<file path="src/common/pdsp_regs.svh">
`ifndef PDSP_REGS_SVH
`define PDSP_REGS_SVH

// ************************************************************
// Packet layout
// ************************************************************
`define PDSP_PKT_BITS 32
`define PDSP_ID_BITS 8
`define PDSP_INFO_BITS 24
`define PDSP_ID_MSB 31
`define PDSP_ID_LSB 24
`define PDSP_INFO_MSB 23
`define PDSP_CNT_BITS 6

// ************************************************************
// Packet identifiers
// ************************************************************
`define PDSP_ID_CHECKSUM 8'h00
`define PDSP_ID_SPECIAL_LO 8'h1c
`define PDSP_ID_SPECIAL_HI 8'h1f
`define PDSP_ID_STATUS 8'h7f
`define PDSP_ID_PART 8'hff

// ************************************************************
// Reset values
// ************************************************************
`define PDSP_CKSUM_RST 24'h000000
`define PDSP_RXCTRL_RST 8'h00

`endif

</file>
<file path="src/common/pdsp_pkg.sv">
package pdsp_pkg;
    typedef logic [31:0] pdsp_pkt_t;
    typedef enum logic [1:0] {
        PDSP_IDLE,
        PDSP_SHIFT,
        PDSP_DONE
    } pdsp_state_t;
endpackage

</file>
<file path="src/common/pdsp_if.sv">
`timescale 1ns/1ps
interface pdsp_if;
    logic ss_n;
    logic sck;
    logic mosi;
    logic miso;
    logic miso_oe_n;
    logic ready_n;
    modport decoder (
        input ss_n,
        input sck,
        input mosi,
        output miso,
        output miso_oe_n,
        output ready_n
    );
    modport host (
        output ss_n,
        output sck,
        output mosi,
        input miso,
        input miso_oe_n,
        input ready_n
    );
endinterface

</file>
<file path="src/verilog/pdsp_decoder.sv">
`timescale 1ns/1ps
`include "pdsp_regs.svh"
module pdsp_decoder
    import pdsp_pkg::*;
(
    // Clock and reset
    input wire logic i_core_clk,
    input wire logic i_reset,
    input wire logic i_reset_n_pin,
    // Oscillator
    input wire logic i_oscillator_in,
    output logic o_oscillator_out,
    output logic o_half_rate_clock_out,
    // Receiver side
    input wire logic i_symbol_msb_in,
    input wire logic i_symbol_lsb_in,
    input wire logic [7:0] i_rx_ctrl,
    input wire logic i_rx_ctrl_oe_n,
    output logic [7:0] o_rx_ctrl,
    output logic [7:0] o_rx_ctrl_oe_n,
    output logic [1:0] o_symbol,
    // Packet user side
    input wire logic i_tx_valid,
    input wire pdsp_pkt_t i_tx_pkt,
    output logic o_tx_taken,
    output logic o_rx_valid,
    output pdsp_pkt_t o_rx_pkt,
    output logic o_enabled,
    // Serial link
    pdsp_if.decoder link
);
    // ************************************************************
    // Input synchronisers
    // ************************************************************
    logic [6:0] sync_out;
    logic ss_n_s, sck_s, mosi_s, rst_n_s, osc_s, sym1_s, sym0_s;

    pdsp_sync #(.WIDTH(7)) u_sync (
        .i_core_clk(i_core_clk),
        .i_reset(i_reset),
        .i_async({link.ss_n, link.sck, link.mosi, i_reset_n_pin, i_oscillator_in,
                  i_symbol_msb_in, i_symbol_lsb_in}),
        .o_sync(sync_out)
    );
    assign {ss_n_s, sck_s, mosi_s, rst_n_s, osc_s, sym1_s, sym0_s} = sync_out;

    // ************************************************************
    // State
    // ************************************************************
    pdsp_state_t state_q, state_d;
    logic ss_n_q, ss_n_d, sck_q, sck_d, osc_q, osc_d;
    logic [`PDSP_CNT_BITS-1:0] cnt_q, cnt_d;
    pdsp_pkt_t sh_out_q, sh_out_d, sh_in_q, sh_in_d;
    logic [`PDSP_INFO_BITS-1:0] cksum_q, cksum_d;
    logic en_q, en_d;
    logic pend_q, pend_d;
    pdsp_pkt_t pend_pkt_q, pend_pkt_d;
    logic miso_q, miso_d, miso_oe_n_q, miso_oe_n_d, ready_n_q, ready_n_d;
    logic taken_q, taken_d, rxv_q, rxv_d, half_q, half_d;
    pdsp_pkt_t rx_pkt_q, rx_pkt_d;
    logic [7:0] rxc_q, rxc_d, rxc_oe_n_q, rxc_oe_n_d;
    logic [1:0] sym_q, sym_d;
    logic soft_rst;
    logic [`PDSP_ID_BITS-1:0] in_id;
    pdsp_pkt_t full_in;

    // Pin reset acts as a synchronous reset of the whole port except the input synchronisers, which only i_reset clears
    assign soft_rst = i_reset | ~rst_n_s;
    assign full_in = {sh_in_q[`PDSP_PKT_BITS-2:0], mosi_s};
    assign in_id = full_in[`PDSP_ID_MSB:`PDSP_ID_LSB];

    always_comb begin
        state_d = state_q;
        ss_n_d = ss_n_s;
        sck_d = sck_s;
        osc_d = osc_s;
        cnt_d = cnt_q;
        sh_out_d = sh_out_q;
        sh_in_d = sh_in_q;
        cksum_d = cksum_q;
        en_d = en_q;
        pend_d = pend_q;
        pend_pkt_d = pend_pkt_q;
        miso_d = miso_q;
        ready_n_d = ready_n_q;
        taken_d = 1'b0;
        rxv_d = 1'b0;
        rx_pkt_d = rx_pkt_q;
        // Decoder never drives sck; only sampled here
        half_d = (osc_s & ~osc_q) ? ~half_q : half_q;
        sym_d = {sym1_s, sym0_s};
        rxc_d = i_rx_ctrl;
        rxc_oe_n_d = {8{i_rx_ctrl_oe_n}};
        miso_oe_n_d = ss_n_s;
        if (i_tx_valid && !pend_q) begin
            pend_d = 1'b1;
            pend_pkt_d = i_tx_pkt;
            taken_d = 1'b1;
        end
        unique case (state_q)
            PDSP_IDLE: begin
                ready_n_d = 1'b1;
                // Queued packet pulls ready low while enabled, even while deselected
                if (pend_q && en_q) begin
                    ready_n_d = 1'b0;
                end
                if (ss_n_q && !ss_n_s) begin
                    state_d = PDSP_SHIFT;
                end else if (!ss_n_s && pend_q && en_q) begin
                    state_d = PDSP_SHIFT;
                end
                if (state_d == PDSP_SHIFT) begin
                    cnt_d = '0;
                    // Withheld output still answers with a valid packet
                    if (pend_q && en_q) begin
                        sh_out_d = pend_pkt_q;
                        pend_d = 1'b0;
                    end else if (en_q) begin
                        sh_out_d = {`PDSP_ID_STATUS, `PDSP_CKSUM_RST};
                    end else begin
                        sh_out_d = {`PDSP_ID_PART, `PDSP_CKSUM_RST};
                    end
                    miso_d = sh_out_d[`PDSP_PKT_BITS-1];
                    ready_n_d = 1'b0;
                end
            end
            PDSP_SHIFT: begin
                if (ss_n_s) begin
                    // Deselect mid-packet abandons it
                    state_d = PDSP_IDLE;
                    ready_n_d = 1'b1;
                end else if (sck_s && !sck_q) begin
                    sh_in_d = full_in;
                    cnt_d = cnt_q + 1'b1;
                    if (cnt_q == `PDSP_CNT_BITS'(`PDSP_PKT_BITS - 1)) begin
                        state_d = PDSP_DONE;
                        ready_n_d = 1'b1;
                        rxv_d = 1'b1;
                        rx_pkt_d = full_in;
                        if (in_id == `PDSP_ID_CHECKSUM) begin
                            en_d = (full_in[`PDSP_INFO_MSB:0] == cksum_q);
                        end else begin
                            en_d = 1'b0;
                            if (in_id < `PDSP_ID_SPECIAL_LO || in_id > `PDSP_ID_SPECIAL_HI) begin
                                cksum_d = cksum_q ^ full_in[`PDSP_INFO_MSB:0];
                            end
                        end
                    end
                end else if (!sck_s && sck_q) begin
                    sh_out_d = {sh_out_q[`PDSP_PKT_BITS-2:0], 1'b0};
                    miso_d = sh_out_q[`PDSP_PKT_BITS-2];
                end
            end
            PDSP_DONE: begin
                // Wait for last clock to fall before next packet
                if (!sck_s) begin
                    state_d = PDSP_IDLE;
                end
            end
        endcase
    end

    always_ff @(posedge i_core_clk) begin
        if (soft_rst) begin
            state_q <= PDSP_IDLE;
            ss_n_q <= 1'b1;
            sck_q <= 1'b0;
            osc_q <= 1'b0;
            cnt_q <= '0;
            sh_out_q <= '0;
            sh_in_q <= '0;
            cksum_q <= `PDSP_CKSUM_RST;
            en_q <= 1'b0;
            pend_q <= 1'b0;
            pend_pkt_q <= '0;
            miso_q <= 1'b0;
            miso_oe_n_q <= 1'b1;
            ready_n_q <= 1'b1;
            taken_q <= 1'b0;
            rxv_q <= 1'b0;
            rx_pkt_q <= '0;
            half_q <= 1'b0;
            sym_q <= '0;
            rxc_q <= `PDSP_RXCTRL_RST;
            rxc_oe_n_q <= 8'hff;
        end else begin
            state_q <= state_d;
            ss_n_q <= ss_n_d;
            sck_q <= sck_d;
            osc_q <= osc_d;
            cnt_q <= cnt_d;
            sh_out_q <= sh_out_d;
            sh_in_q <= sh_in_d;
            cksum_q <= cksum_d;
            en_q <= en_d;
            pend_q <= pend_d;
            pend_pkt_q <= pend_pkt_d;
            miso_q <= miso_d;
            miso_oe_n_q <= miso_oe_n_d;
            ready_n_q <= ready_n_d;
            taken_q <= taken_d;
            rxv_q <= rxv_d;
            rx_pkt_q <= rx_pkt_d;
            half_q <= half_d;
            sym_q <= sym_d;
            rxc_q <= rxc_d;
            rxc_oe_n_q <= rxc_oe_n_d;
        end
    end

    // ************************************************************
    // Outputs
    // ************************************************************
    assign link.miso = miso_q;
    assign link.miso_oe_n = miso_oe_n_q;
    assign link.ready_n = ready_n_q;
    assign o_oscillator_out = osc_q;
    assign o_half_rate_clock_out = half_q;
    assign o_rx_ctrl = rxc_q;
    assign o_rx_ctrl_oe_n = rxc_oe_n_q;
    assign o_symbol = sym_q;
    assign o_tx_taken = taken_q;
    assign o_rx_valid = rxv_q;
    assign o_rx_pkt = rx_pkt_q;
    assign o_enabled = en_q;
endmodule

</file>
<file path="src/verilog/pdsp_sync.sv">
`timescale 1ns/1ps
module pdsp_sync #(
    parameter int WIDTH = 1
) (
    // Clock and reset
    input wire logic i_core_clk,
    input wire logic i_reset,
    // Data
    input wire logic [WIDTH-1:0] i_async,
    output logic [WIDTH-1:0] o_sync
);
    logic [WIDTH-1:0] meta_q;
    logic [WIDTH-1:0] meta_d;
    logic [WIDTH-1:0] sync_q;
    logic [WIDTH-1:0] sync_d;

    always_comb begin
        meta_d = i_async;
        sync_d = meta_q;
    end

    always_ff @(posedge i_core_clk) begin
        if (i_reset) begin
            meta_q <= '0;
            sync_q <= '0;
        end else begin
            meta_q <= meta_d;
            sync_q <= sync_d;
        end
    end

    assign o_sync = sync_q;
endmodule

</file>
<file path="src/flat_wrapper.sv">
// flat-port wrapper written by rule: the top's interface ports become plain ports
module pdsp_decoder_flat import pdsp_pkg::*;
  (i_core_clk, i_reset, i_reset_n_pin, i_oscillator_in, o_oscillator_out, o_half_rate_clock_out, i_symbol_msb_in, i_symbol_lsb_in, i_rx_ctrl, i_rx_ctrl_oe_n, o_rx_ctrl, o_rx_ctrl_oe_n, o_symbol, i_tx_valid, i_tx_pkt, o_tx_taken, o_rx_valid, o_rx_pkt, o_enabled, link_ss_n, link_sck, link_mosi, link_miso, link_miso_oe_n, link_ready_n);
  pdsp_if link_i ();
  input wire logic i_core_clk;
  input wire logic i_reset;
  input wire logic i_reset_n_pin;
  input wire logic i_oscillator_in;
  output logic o_oscillator_out;
  output logic o_half_rate_clock_out;
  input wire logic i_symbol_msb_in;
  input wire logic i_symbol_lsb_in;
  input wire logic [7:0] i_rx_ctrl;
  input wire logic i_rx_ctrl_oe_n;
  output logic [7:0] o_rx_ctrl;
  output logic [7:0] o_rx_ctrl_oe_n;
  output logic [1:0] o_symbol;
  input wire logic i_tx_valid;
  input wire pdsp_pkt_t i_tx_pkt;
  output logic o_tx_taken;
  output logic o_rx_valid;
  output pdsp_pkt_t o_rx_pkt;
  output logic o_enabled;
  input wire logic [$bits(link_i.ss_n)-1:0] link_ss_n;
  input wire logic [$bits(link_i.sck)-1:0] link_sck;
  input wire logic [$bits(link_i.mosi)-1:0] link_mosi;
  output wire logic [$bits(link_i.miso)-1:0] link_miso;
  output wire logic [$bits(link_i.miso_oe_n)-1:0] link_miso_oe_n;
  output wire logic [$bits(link_i.ready_n)-1:0] link_ready_n;
  assign link_i.ss_n = link_ss_n;
  assign link_i.sck = link_sck;
  assign link_i.mosi = link_mosi;
  assign link_miso = link_i.miso;
  assign link_miso_oe_n = link_i.miso_oe_n;
  assign link_ready_n = link_i.ready_n;
  pdsp_decoder u_core (.i_core_clk(i_core_clk), .i_reset(i_reset), .i_reset_n_pin(i_reset_n_pin), .i_oscillator_in(i_oscillator_in), .o_oscillator_out(o_oscillator_out), .o_half_rate_clock_out(o_half_rate_clock_out), .i_symbol_msb_in(i_symbol_msb_in), .i_symbol_lsb_in(i_symbol_lsb_in), .i_rx_ctrl(i_rx_ctrl), .i_rx_ctrl_oe_n(i_rx_ctrl_oe_n), .o_rx_ctrl(o_rx_ctrl), .o_rx_ctrl_oe_n(o_rx_ctrl_oe_n), .o_symbol(o_symbol), .i_tx_valid(i_tx_valid), .i_tx_pkt(i_tx_pkt), .o_tx_taken(o_tx_taken), .o_rx_valid(o_rx_valid), .o_rx_pkt(o_rx_pkt), .o_enabled(o_enabled), .link(link_i));
endmodule
</file>
<file path="config.mk">
export PLATFORM = sky130hd
export DESIGN_NAME = pdsp_decoder_flat
export DESIGN_NICKNAME = d
export VERILOG_FILES = /design/src/common/pdsp_pkg.sv /design/src/common/pdsp_if.sv /design/src/verilog/pdsp_decoder.sv /design/src/verilog/pdsp_sync.sv /design/src/flat_wrapper.sv
export VERILOG_INCLUDE_DIRS = /design/src /design/src/common
export SDC_FILE = /design/constraint.sdc
export NUM_CORES = 1
export LEC_CHECK = 0
export BUFFER_PORTS_ARGS = -buffer_cell sky130_fd_sc_hd__buf_4
export CAP_MARGIN = 25
export CORE_UTILIZATION = 42
export DETAILED_ROUTE_END_ITERATION = 8
export MAX_ROUTING_LAYER = met4
export PLACE_DENSITY = 0.72
export SKIP_LAST_GASP = 1
export SYNTH_ARGS = -nofsm -noshare
export SYNTH_HDL_FRONTEND = slang
export SYNTH_SLANG_ARGS = --single-unit
</file>
<file path="constraint.sdc">
create_clock -name i_core_clk -period 2 [get_ports i_core_clk]
set_input_delay 0.3 -clock i_core_clk [delete_from_list [all_inputs] [get_ports i_core_clk]]
set_output_delay 0.3 -clock i_core_clk [all_outputs]
set_load 0.03 [all_outputs]
</file>
Word-level counts from Yosys, hierarchy flattened:

Index checks and enable logic that the tools add are counted.

* register bits: 193
* input port bits: 51
* output and inout port bits: 58
* logic and storage cells: 108

* add/subtract/negate cells: 1
* $lt $le $gt $ge: 2
* eq/ne operators: 13
* multiplexer cells: 37
* bitwise operators: 10
* reductions and logical operators: 23

Operators with widths (count)
* 2-to-1 mux 31 bit: 4
* 2-to-1 mux 32 bit: 2
* one-hot mux 31 bit (2 select lines): 1
* equality test 24 bit: 1
* XOR 24 bit: 1
* 2-to-1 mux 6 bit: 3
* 2-to-1 mux 1 bit: 16
* 2-to-1 mux 2 bit: 7
* one-hot mux 6 bit (2 select lines): 1
* AND reduction 3 bit: 3
* > comparator 8 x 5 -> 1 bit (second input constant): 1
* zero test 8 bit: 1
* < comparator 8 x 5 -> 1 bit (second input constant): 1
* AND reduction 4 bit: 2
* logical AND 1 bit: 7
* inverter 1 bit: 7
* adder 6 x 1 -> 6 bit (second input constant): 1
* equality test 6 x 5 -> 1 bit (second input constant): 1
* inequality test 2 x 1 -> 1 bit (second input constant): 3
* inequality test 2 bit (second input constant): 3
* inequality test 3 x 2 -> 1 bit (second input constant): 2
* one-hot mux 2 bit (3 select lines): 1
* AND reduction 6 bit: 1
* AND reduction 5 bit: 1
* 10 further kinds: 15

Depth between registers and ports, before layout:

* depth in word-level cells: 9
* gate-level depth with buffers: 8
* depth with buffers taken out: 6

Hierarchy:

Synthesis repeated with hierarchy kept, for this count alone.

* cell total of the unflattened synthesis: 793
* area total of the unflattened synthesis: 7257.0 um^2

Modules (own cells, without submodules)
* pdsp_decoder: times used 1, cells each 764, area an instance 6849.1 um^2, sequential area each 3583.4 um^2
* pdsp_sync: times used 1, cells each 29, area an instance 407.9 um^2, sequential area each 280.3 um^2

Worst setup path after synthesis:

OpenSTA, ideal clock, no wires.

* kind: reg-to-reg
* start point: reg u_core.state_q[0]
* end point: reg u_core.sh_out_q[10]
* setup time: 86 ps
* arrival time: 1699 ps
* required time: 1914 ps
* setup slack: 215 ps
* stages on the path, launching flop included: 9
* buffers on the path: 2
* period minus slack after synthesis: 1785 ps
* cell sequence: dfxtp_1 > inv_1 > ha_1 > nor2b_1 > o21bai_2 > and2_1 > buf_2 > buf_2 > a211oi_1

* word-level cells in the longest chain between the ends: 6
* elaborated cells between the ends (all ways): 13
* those cells by class: eq/ne (6); mux (4); reduce/logical (3)

Ends and longest elaborated chain
* from (decl): RTL line pdsp_decoder.sv:50 `pdsp_state_t state_q, state_d;`
* from (signal assigned): RTL line pdsp_decoder.sv:187 `state_q <= state_d;`
* 2-to-1 mux 2 bit: RTL line pdsp_decoder.sv:109 `end else if (!ss_n_s && pend_q && en_q) begin`
* 2-to-1 mux 2 bit: RTL line pdsp_decoder.sv:107 `if (ss_n_q && !ss_n_s) begin`
* 2-to-1 mux 2 bit: RTL line pdsp_decoder.sv:100 `unique case (state_q)`
* equality test 2 x 1 -> 1 bit: RTL line pdsp_decoder.sv:112 `if (state_d == PDSP_SHIFT) begin`
* inequality test 2 x 1 -> 1 bit (no source line)
* AND reduction 5 bit (no source line)
* to (signal assigned): RTL line pdsp_decoder.sv:192 `sh_out_q <= sh_out_d;`
* to (decl): RTL line pdsp_decoder.sv:53 `pdsp_pkt_t sh_out_q, sh_out_d, sh_in_q, sh_in_d;`

Several ways; a longest one is shown, not always the timed one. The select of a mux whose other input is x is not followed.
A chain may end at the register's enable or synchronous reset.

Worst setup path in the final report:

* start point: reg u_core.state_q[0]
* end point: reg u_core.sh_out_q[5]

The elaborated chain is that of the path after synthesis.

==> impl_metrics.csv <==
group,metric,value,unit
yosys,synth_area,0.007776,mm²
finish,fin_area,0.009379,mm²
routing,wl_per_cell,14.40,µm
routing,firstDrtPassIters,5,
sta,fin_crit,1.825,ns
finish,post-route-util,52.03,%
clocking,cts_hold_buf,0,
finish,n_fill_cell,1676,
critical_path,start_kind,"register",
sta,hold-worst-slack,0.04383,ns
clocking,cts-root-buf,"clkbuf_16",
place,place_area,0.008792,mm²
sta,timing.fmax,0.5479,GHz
critical_path,setup.worst_path.class,"reg -> reg",
power_and_ir_drop,power.density,805.4,mW/mm²
sta,setup_slack,0.1749,ns
finish,drive_gt1_share,19.87,%
sta,tightest_slew,0.4651,ns
routing,postRouteAntennaNets,0,
clocking,cts_tree,"yes",
yosys,synthArstFlopShare,0,%
yosys,yosys_warnings,0,
routing,dr_total_vias,6213,
critical_path,path_max_fanout,32,
yosys,synth.top_cell.area_share,49.69,%
global_routing,track_usage,18.88,%
clocking,cts_buffer_depth,2,
routing,detail_route.iter0.violations,424,
power_and_ir_drop,ir_worst_vdd,729.2,µV
yosys,yosys-top-cells-count,"193 x dfxtp_1, 169 x nand2_1, 110 x a21oi_1",
floorplanning,io_pins,109,
critical_path,crit_required,2.34,ns
sta,hold_viol_final,0,
finish,seq_area,0.003864,mm²
finish,multi_input_area,0.003528,mm²
floorplanning,die_w,138.1,µm
routing,drcViolationCount,0,
sta,finalSetupTns,0,ns
global_routing,grt_max_degree,60,
routing,drt-total-wl,16920,µm
yosys,ys_seq_area_share,49.69,%
clocking,clock-sinks,193,
global_routing,overflow,0,
sta,maxSlewViolCount,0,
yosys,synthCells,855,
clocking,clk_latency,0.43,ns
power_and_ir_drop,power_leakage,3.485,nW
finish,area_growth,20.61,%
clocking,clk_pin_slew,0.07,ns
floorplanning,dieHeight,138.1,µm
run_status,status,"complete, no violations",
yosys,synth_edf_count,0,
place,dpl.hpwl,10880,µm
place,gp_congestion,0.7684,
yosys,synth_seq_cells,193,
global_routing,antenna_found_initial,0,
finish,final_nets,988,
yosys,syn-num-nets,910,
place,dp_slack,0.2007,ns
routing,avgViaCountPerCell,5.288,
global_routing,grt_pass1_wl,28740,µm
clocking,cts_made_buffers,17,
worst_hold_path,hold_path.class,"in -> reg",
sta,rsz0062_at_grt,"false",
sta,fin_crit_sh,91.26,%
global_routing,first_global_vias,5839,
yosys,syn_avg_cell_area,9.095,µm²
yosys,ys_types,49,
yosys,yosys-top-cells-area,"dfxtp_1 50%, nand2_1 8.2%, a21oi_1 7.1%",
place,portBuffers,108,
floorplanning,initial_utilization,43.14,%
yosys,synth_top_cell_by_area,"dfxtp_1",
clocking,cts_max_level,4,
critical_path,cp-end-kind,"register",
finish,insertedDiodeCount,0,
floorplanning,die-area,0.01906,mm²
sta,slew_headroom,68.70,%
floorplanning,core,0.01802,mm²
critical_path,worstPathArrival,2.16,ns
floorplanning,rows,49,
sta,finalSetupViolCount,0,
sta,fin_worst_skew,0.007910,ns
run,maxCapViolCount,0,
yosys,synth.most_common_cell,"dfxtp_1",
yosys,synth_flop_cell,"dfxtp_1",
==> cell type report <==
class / count / area share, %
flip-flops and latches: 193 / 41.20
multi-input cells: 580 / 37.62
repair buffers: 137 / 11.77
clock buffers: 18 / 4.682
well taps: 229 / 3.055
clock inverters: 14 / 1.521
inverters: 4 / 0.1601
==> power breakdown <==
part | switching, mW | total (mW) | internal [mW]
sequential | 0.0203 | 3.90 | 3.87
combinational | 0.188 | 0.343 | 0.155
clock | 1.62 | 3.32 | 1.70
==> metal layers <==
layer  vias up  GRT usage (%)  wire (µm)
li1       3156              -          -
met1      2935          23.47       7984
met2       107          30.03       8125
met3        15          4.919        641
met4         0          5.610        172
met5         -              -          0
==> critical path, stage by stage, from the launching register on <==
cell	delay, ns
dfxtp_1	0.39
inv_1	0.08
ha_1	0.21
nor2b_1	0.15
o21bai_2	0.19
and2_1	0.15
buf_4	0.25
a211oi_1	0.28
==> flip-flops by register name, summed over array words and instances, names as in the netlist, 2 cells and up <==
| register | flops |
|---|---|
| u_core.o_rx_pkt | 32 |
| u_core.pend_pkt_q | 32 |
| u_core.sh_in_q | 31 |
| u_core.sh_out_q | 31 |
| u_core.cksum_q | 24 |
| u_core.o_rx_ctrl | 8 |
| u_core.u_sync.meta_q | 7 |
| u_core.u_sync.o_sync | 7 |
| u_core.cnt_q | 6 |
| u_core.o_symbol | 2 |
| u_core.state_q | 2 |
==> path summary, 6_finish.rpt <==
check / startpoint / to / slack (ns) / depth (start not counted)
worst min-delay path: i_rx_ctrl_oe_n / u_core.o_rx_ctrl_oe_n[0] / 0.04 / 2
worst min register to register: u_core.u_sync.o_sync[1] / u_core.o_symbol[1] / 0.43 / 1
worst max-delay path: u_core.state_q[0] / u_core.sh_out_q[5] / 0.17 / 7
worst max register to register: u_core.state_q[0] / u_core.sh_out_q[5] / 0.17 / 7
==> metrics by stage <==
| step | instances | power [mW] |
|---|---|---|
| after floorplan | 855 | 4.195 |
| after global placement | 1143 | 4.323 |
| after detailed placement | 1143 | 4.329 |
| after CTS | 1175 | 7.630 |
| after global routing | 1175 | 7.837 |
| final | 1175 | 7.554 |
==> what timing repair did <==
action	CTS	global route
buffers inserted	0	0
resized for setup	0	1
setup endpoints to repair	0	1
==> logic make-up (layout without fill, tap and decap cells) <==
logic type,after synthesis,in the layout,synth area share (%)
muxes,32,32,4.119
DFF,193,193,49.69
adders and majority gates,4,4,0.6436
xor gates and xnor gates,25,25,2.816
buffers and inverters,82,173,5.229
AOI/OAI and AO/OA,229,229,19.65
and+or+nand+nor,290,290,17.86
==> layout by cell type (no fill, tap or decap), types with 6 or more instances in the layout <==
cell type / count
and2_1: 14
clkbuf_16: 17
o221ai_1: 7
a21oi_1: 110
nor4_1: 6
nand2_1: 169
buf_12: 6
nor2b_1: 19
xor2_1: 21
dfxtp_1: 193
o21ai_0: 7
nand2b_1: 31
a22o_1: 31
mux2i_1: 32
a211oi_1: 24
buf_4: 131
nand4_1: 29
a22oi_1: 23
No activity file was read; power rests on OpenSTA's default activity.
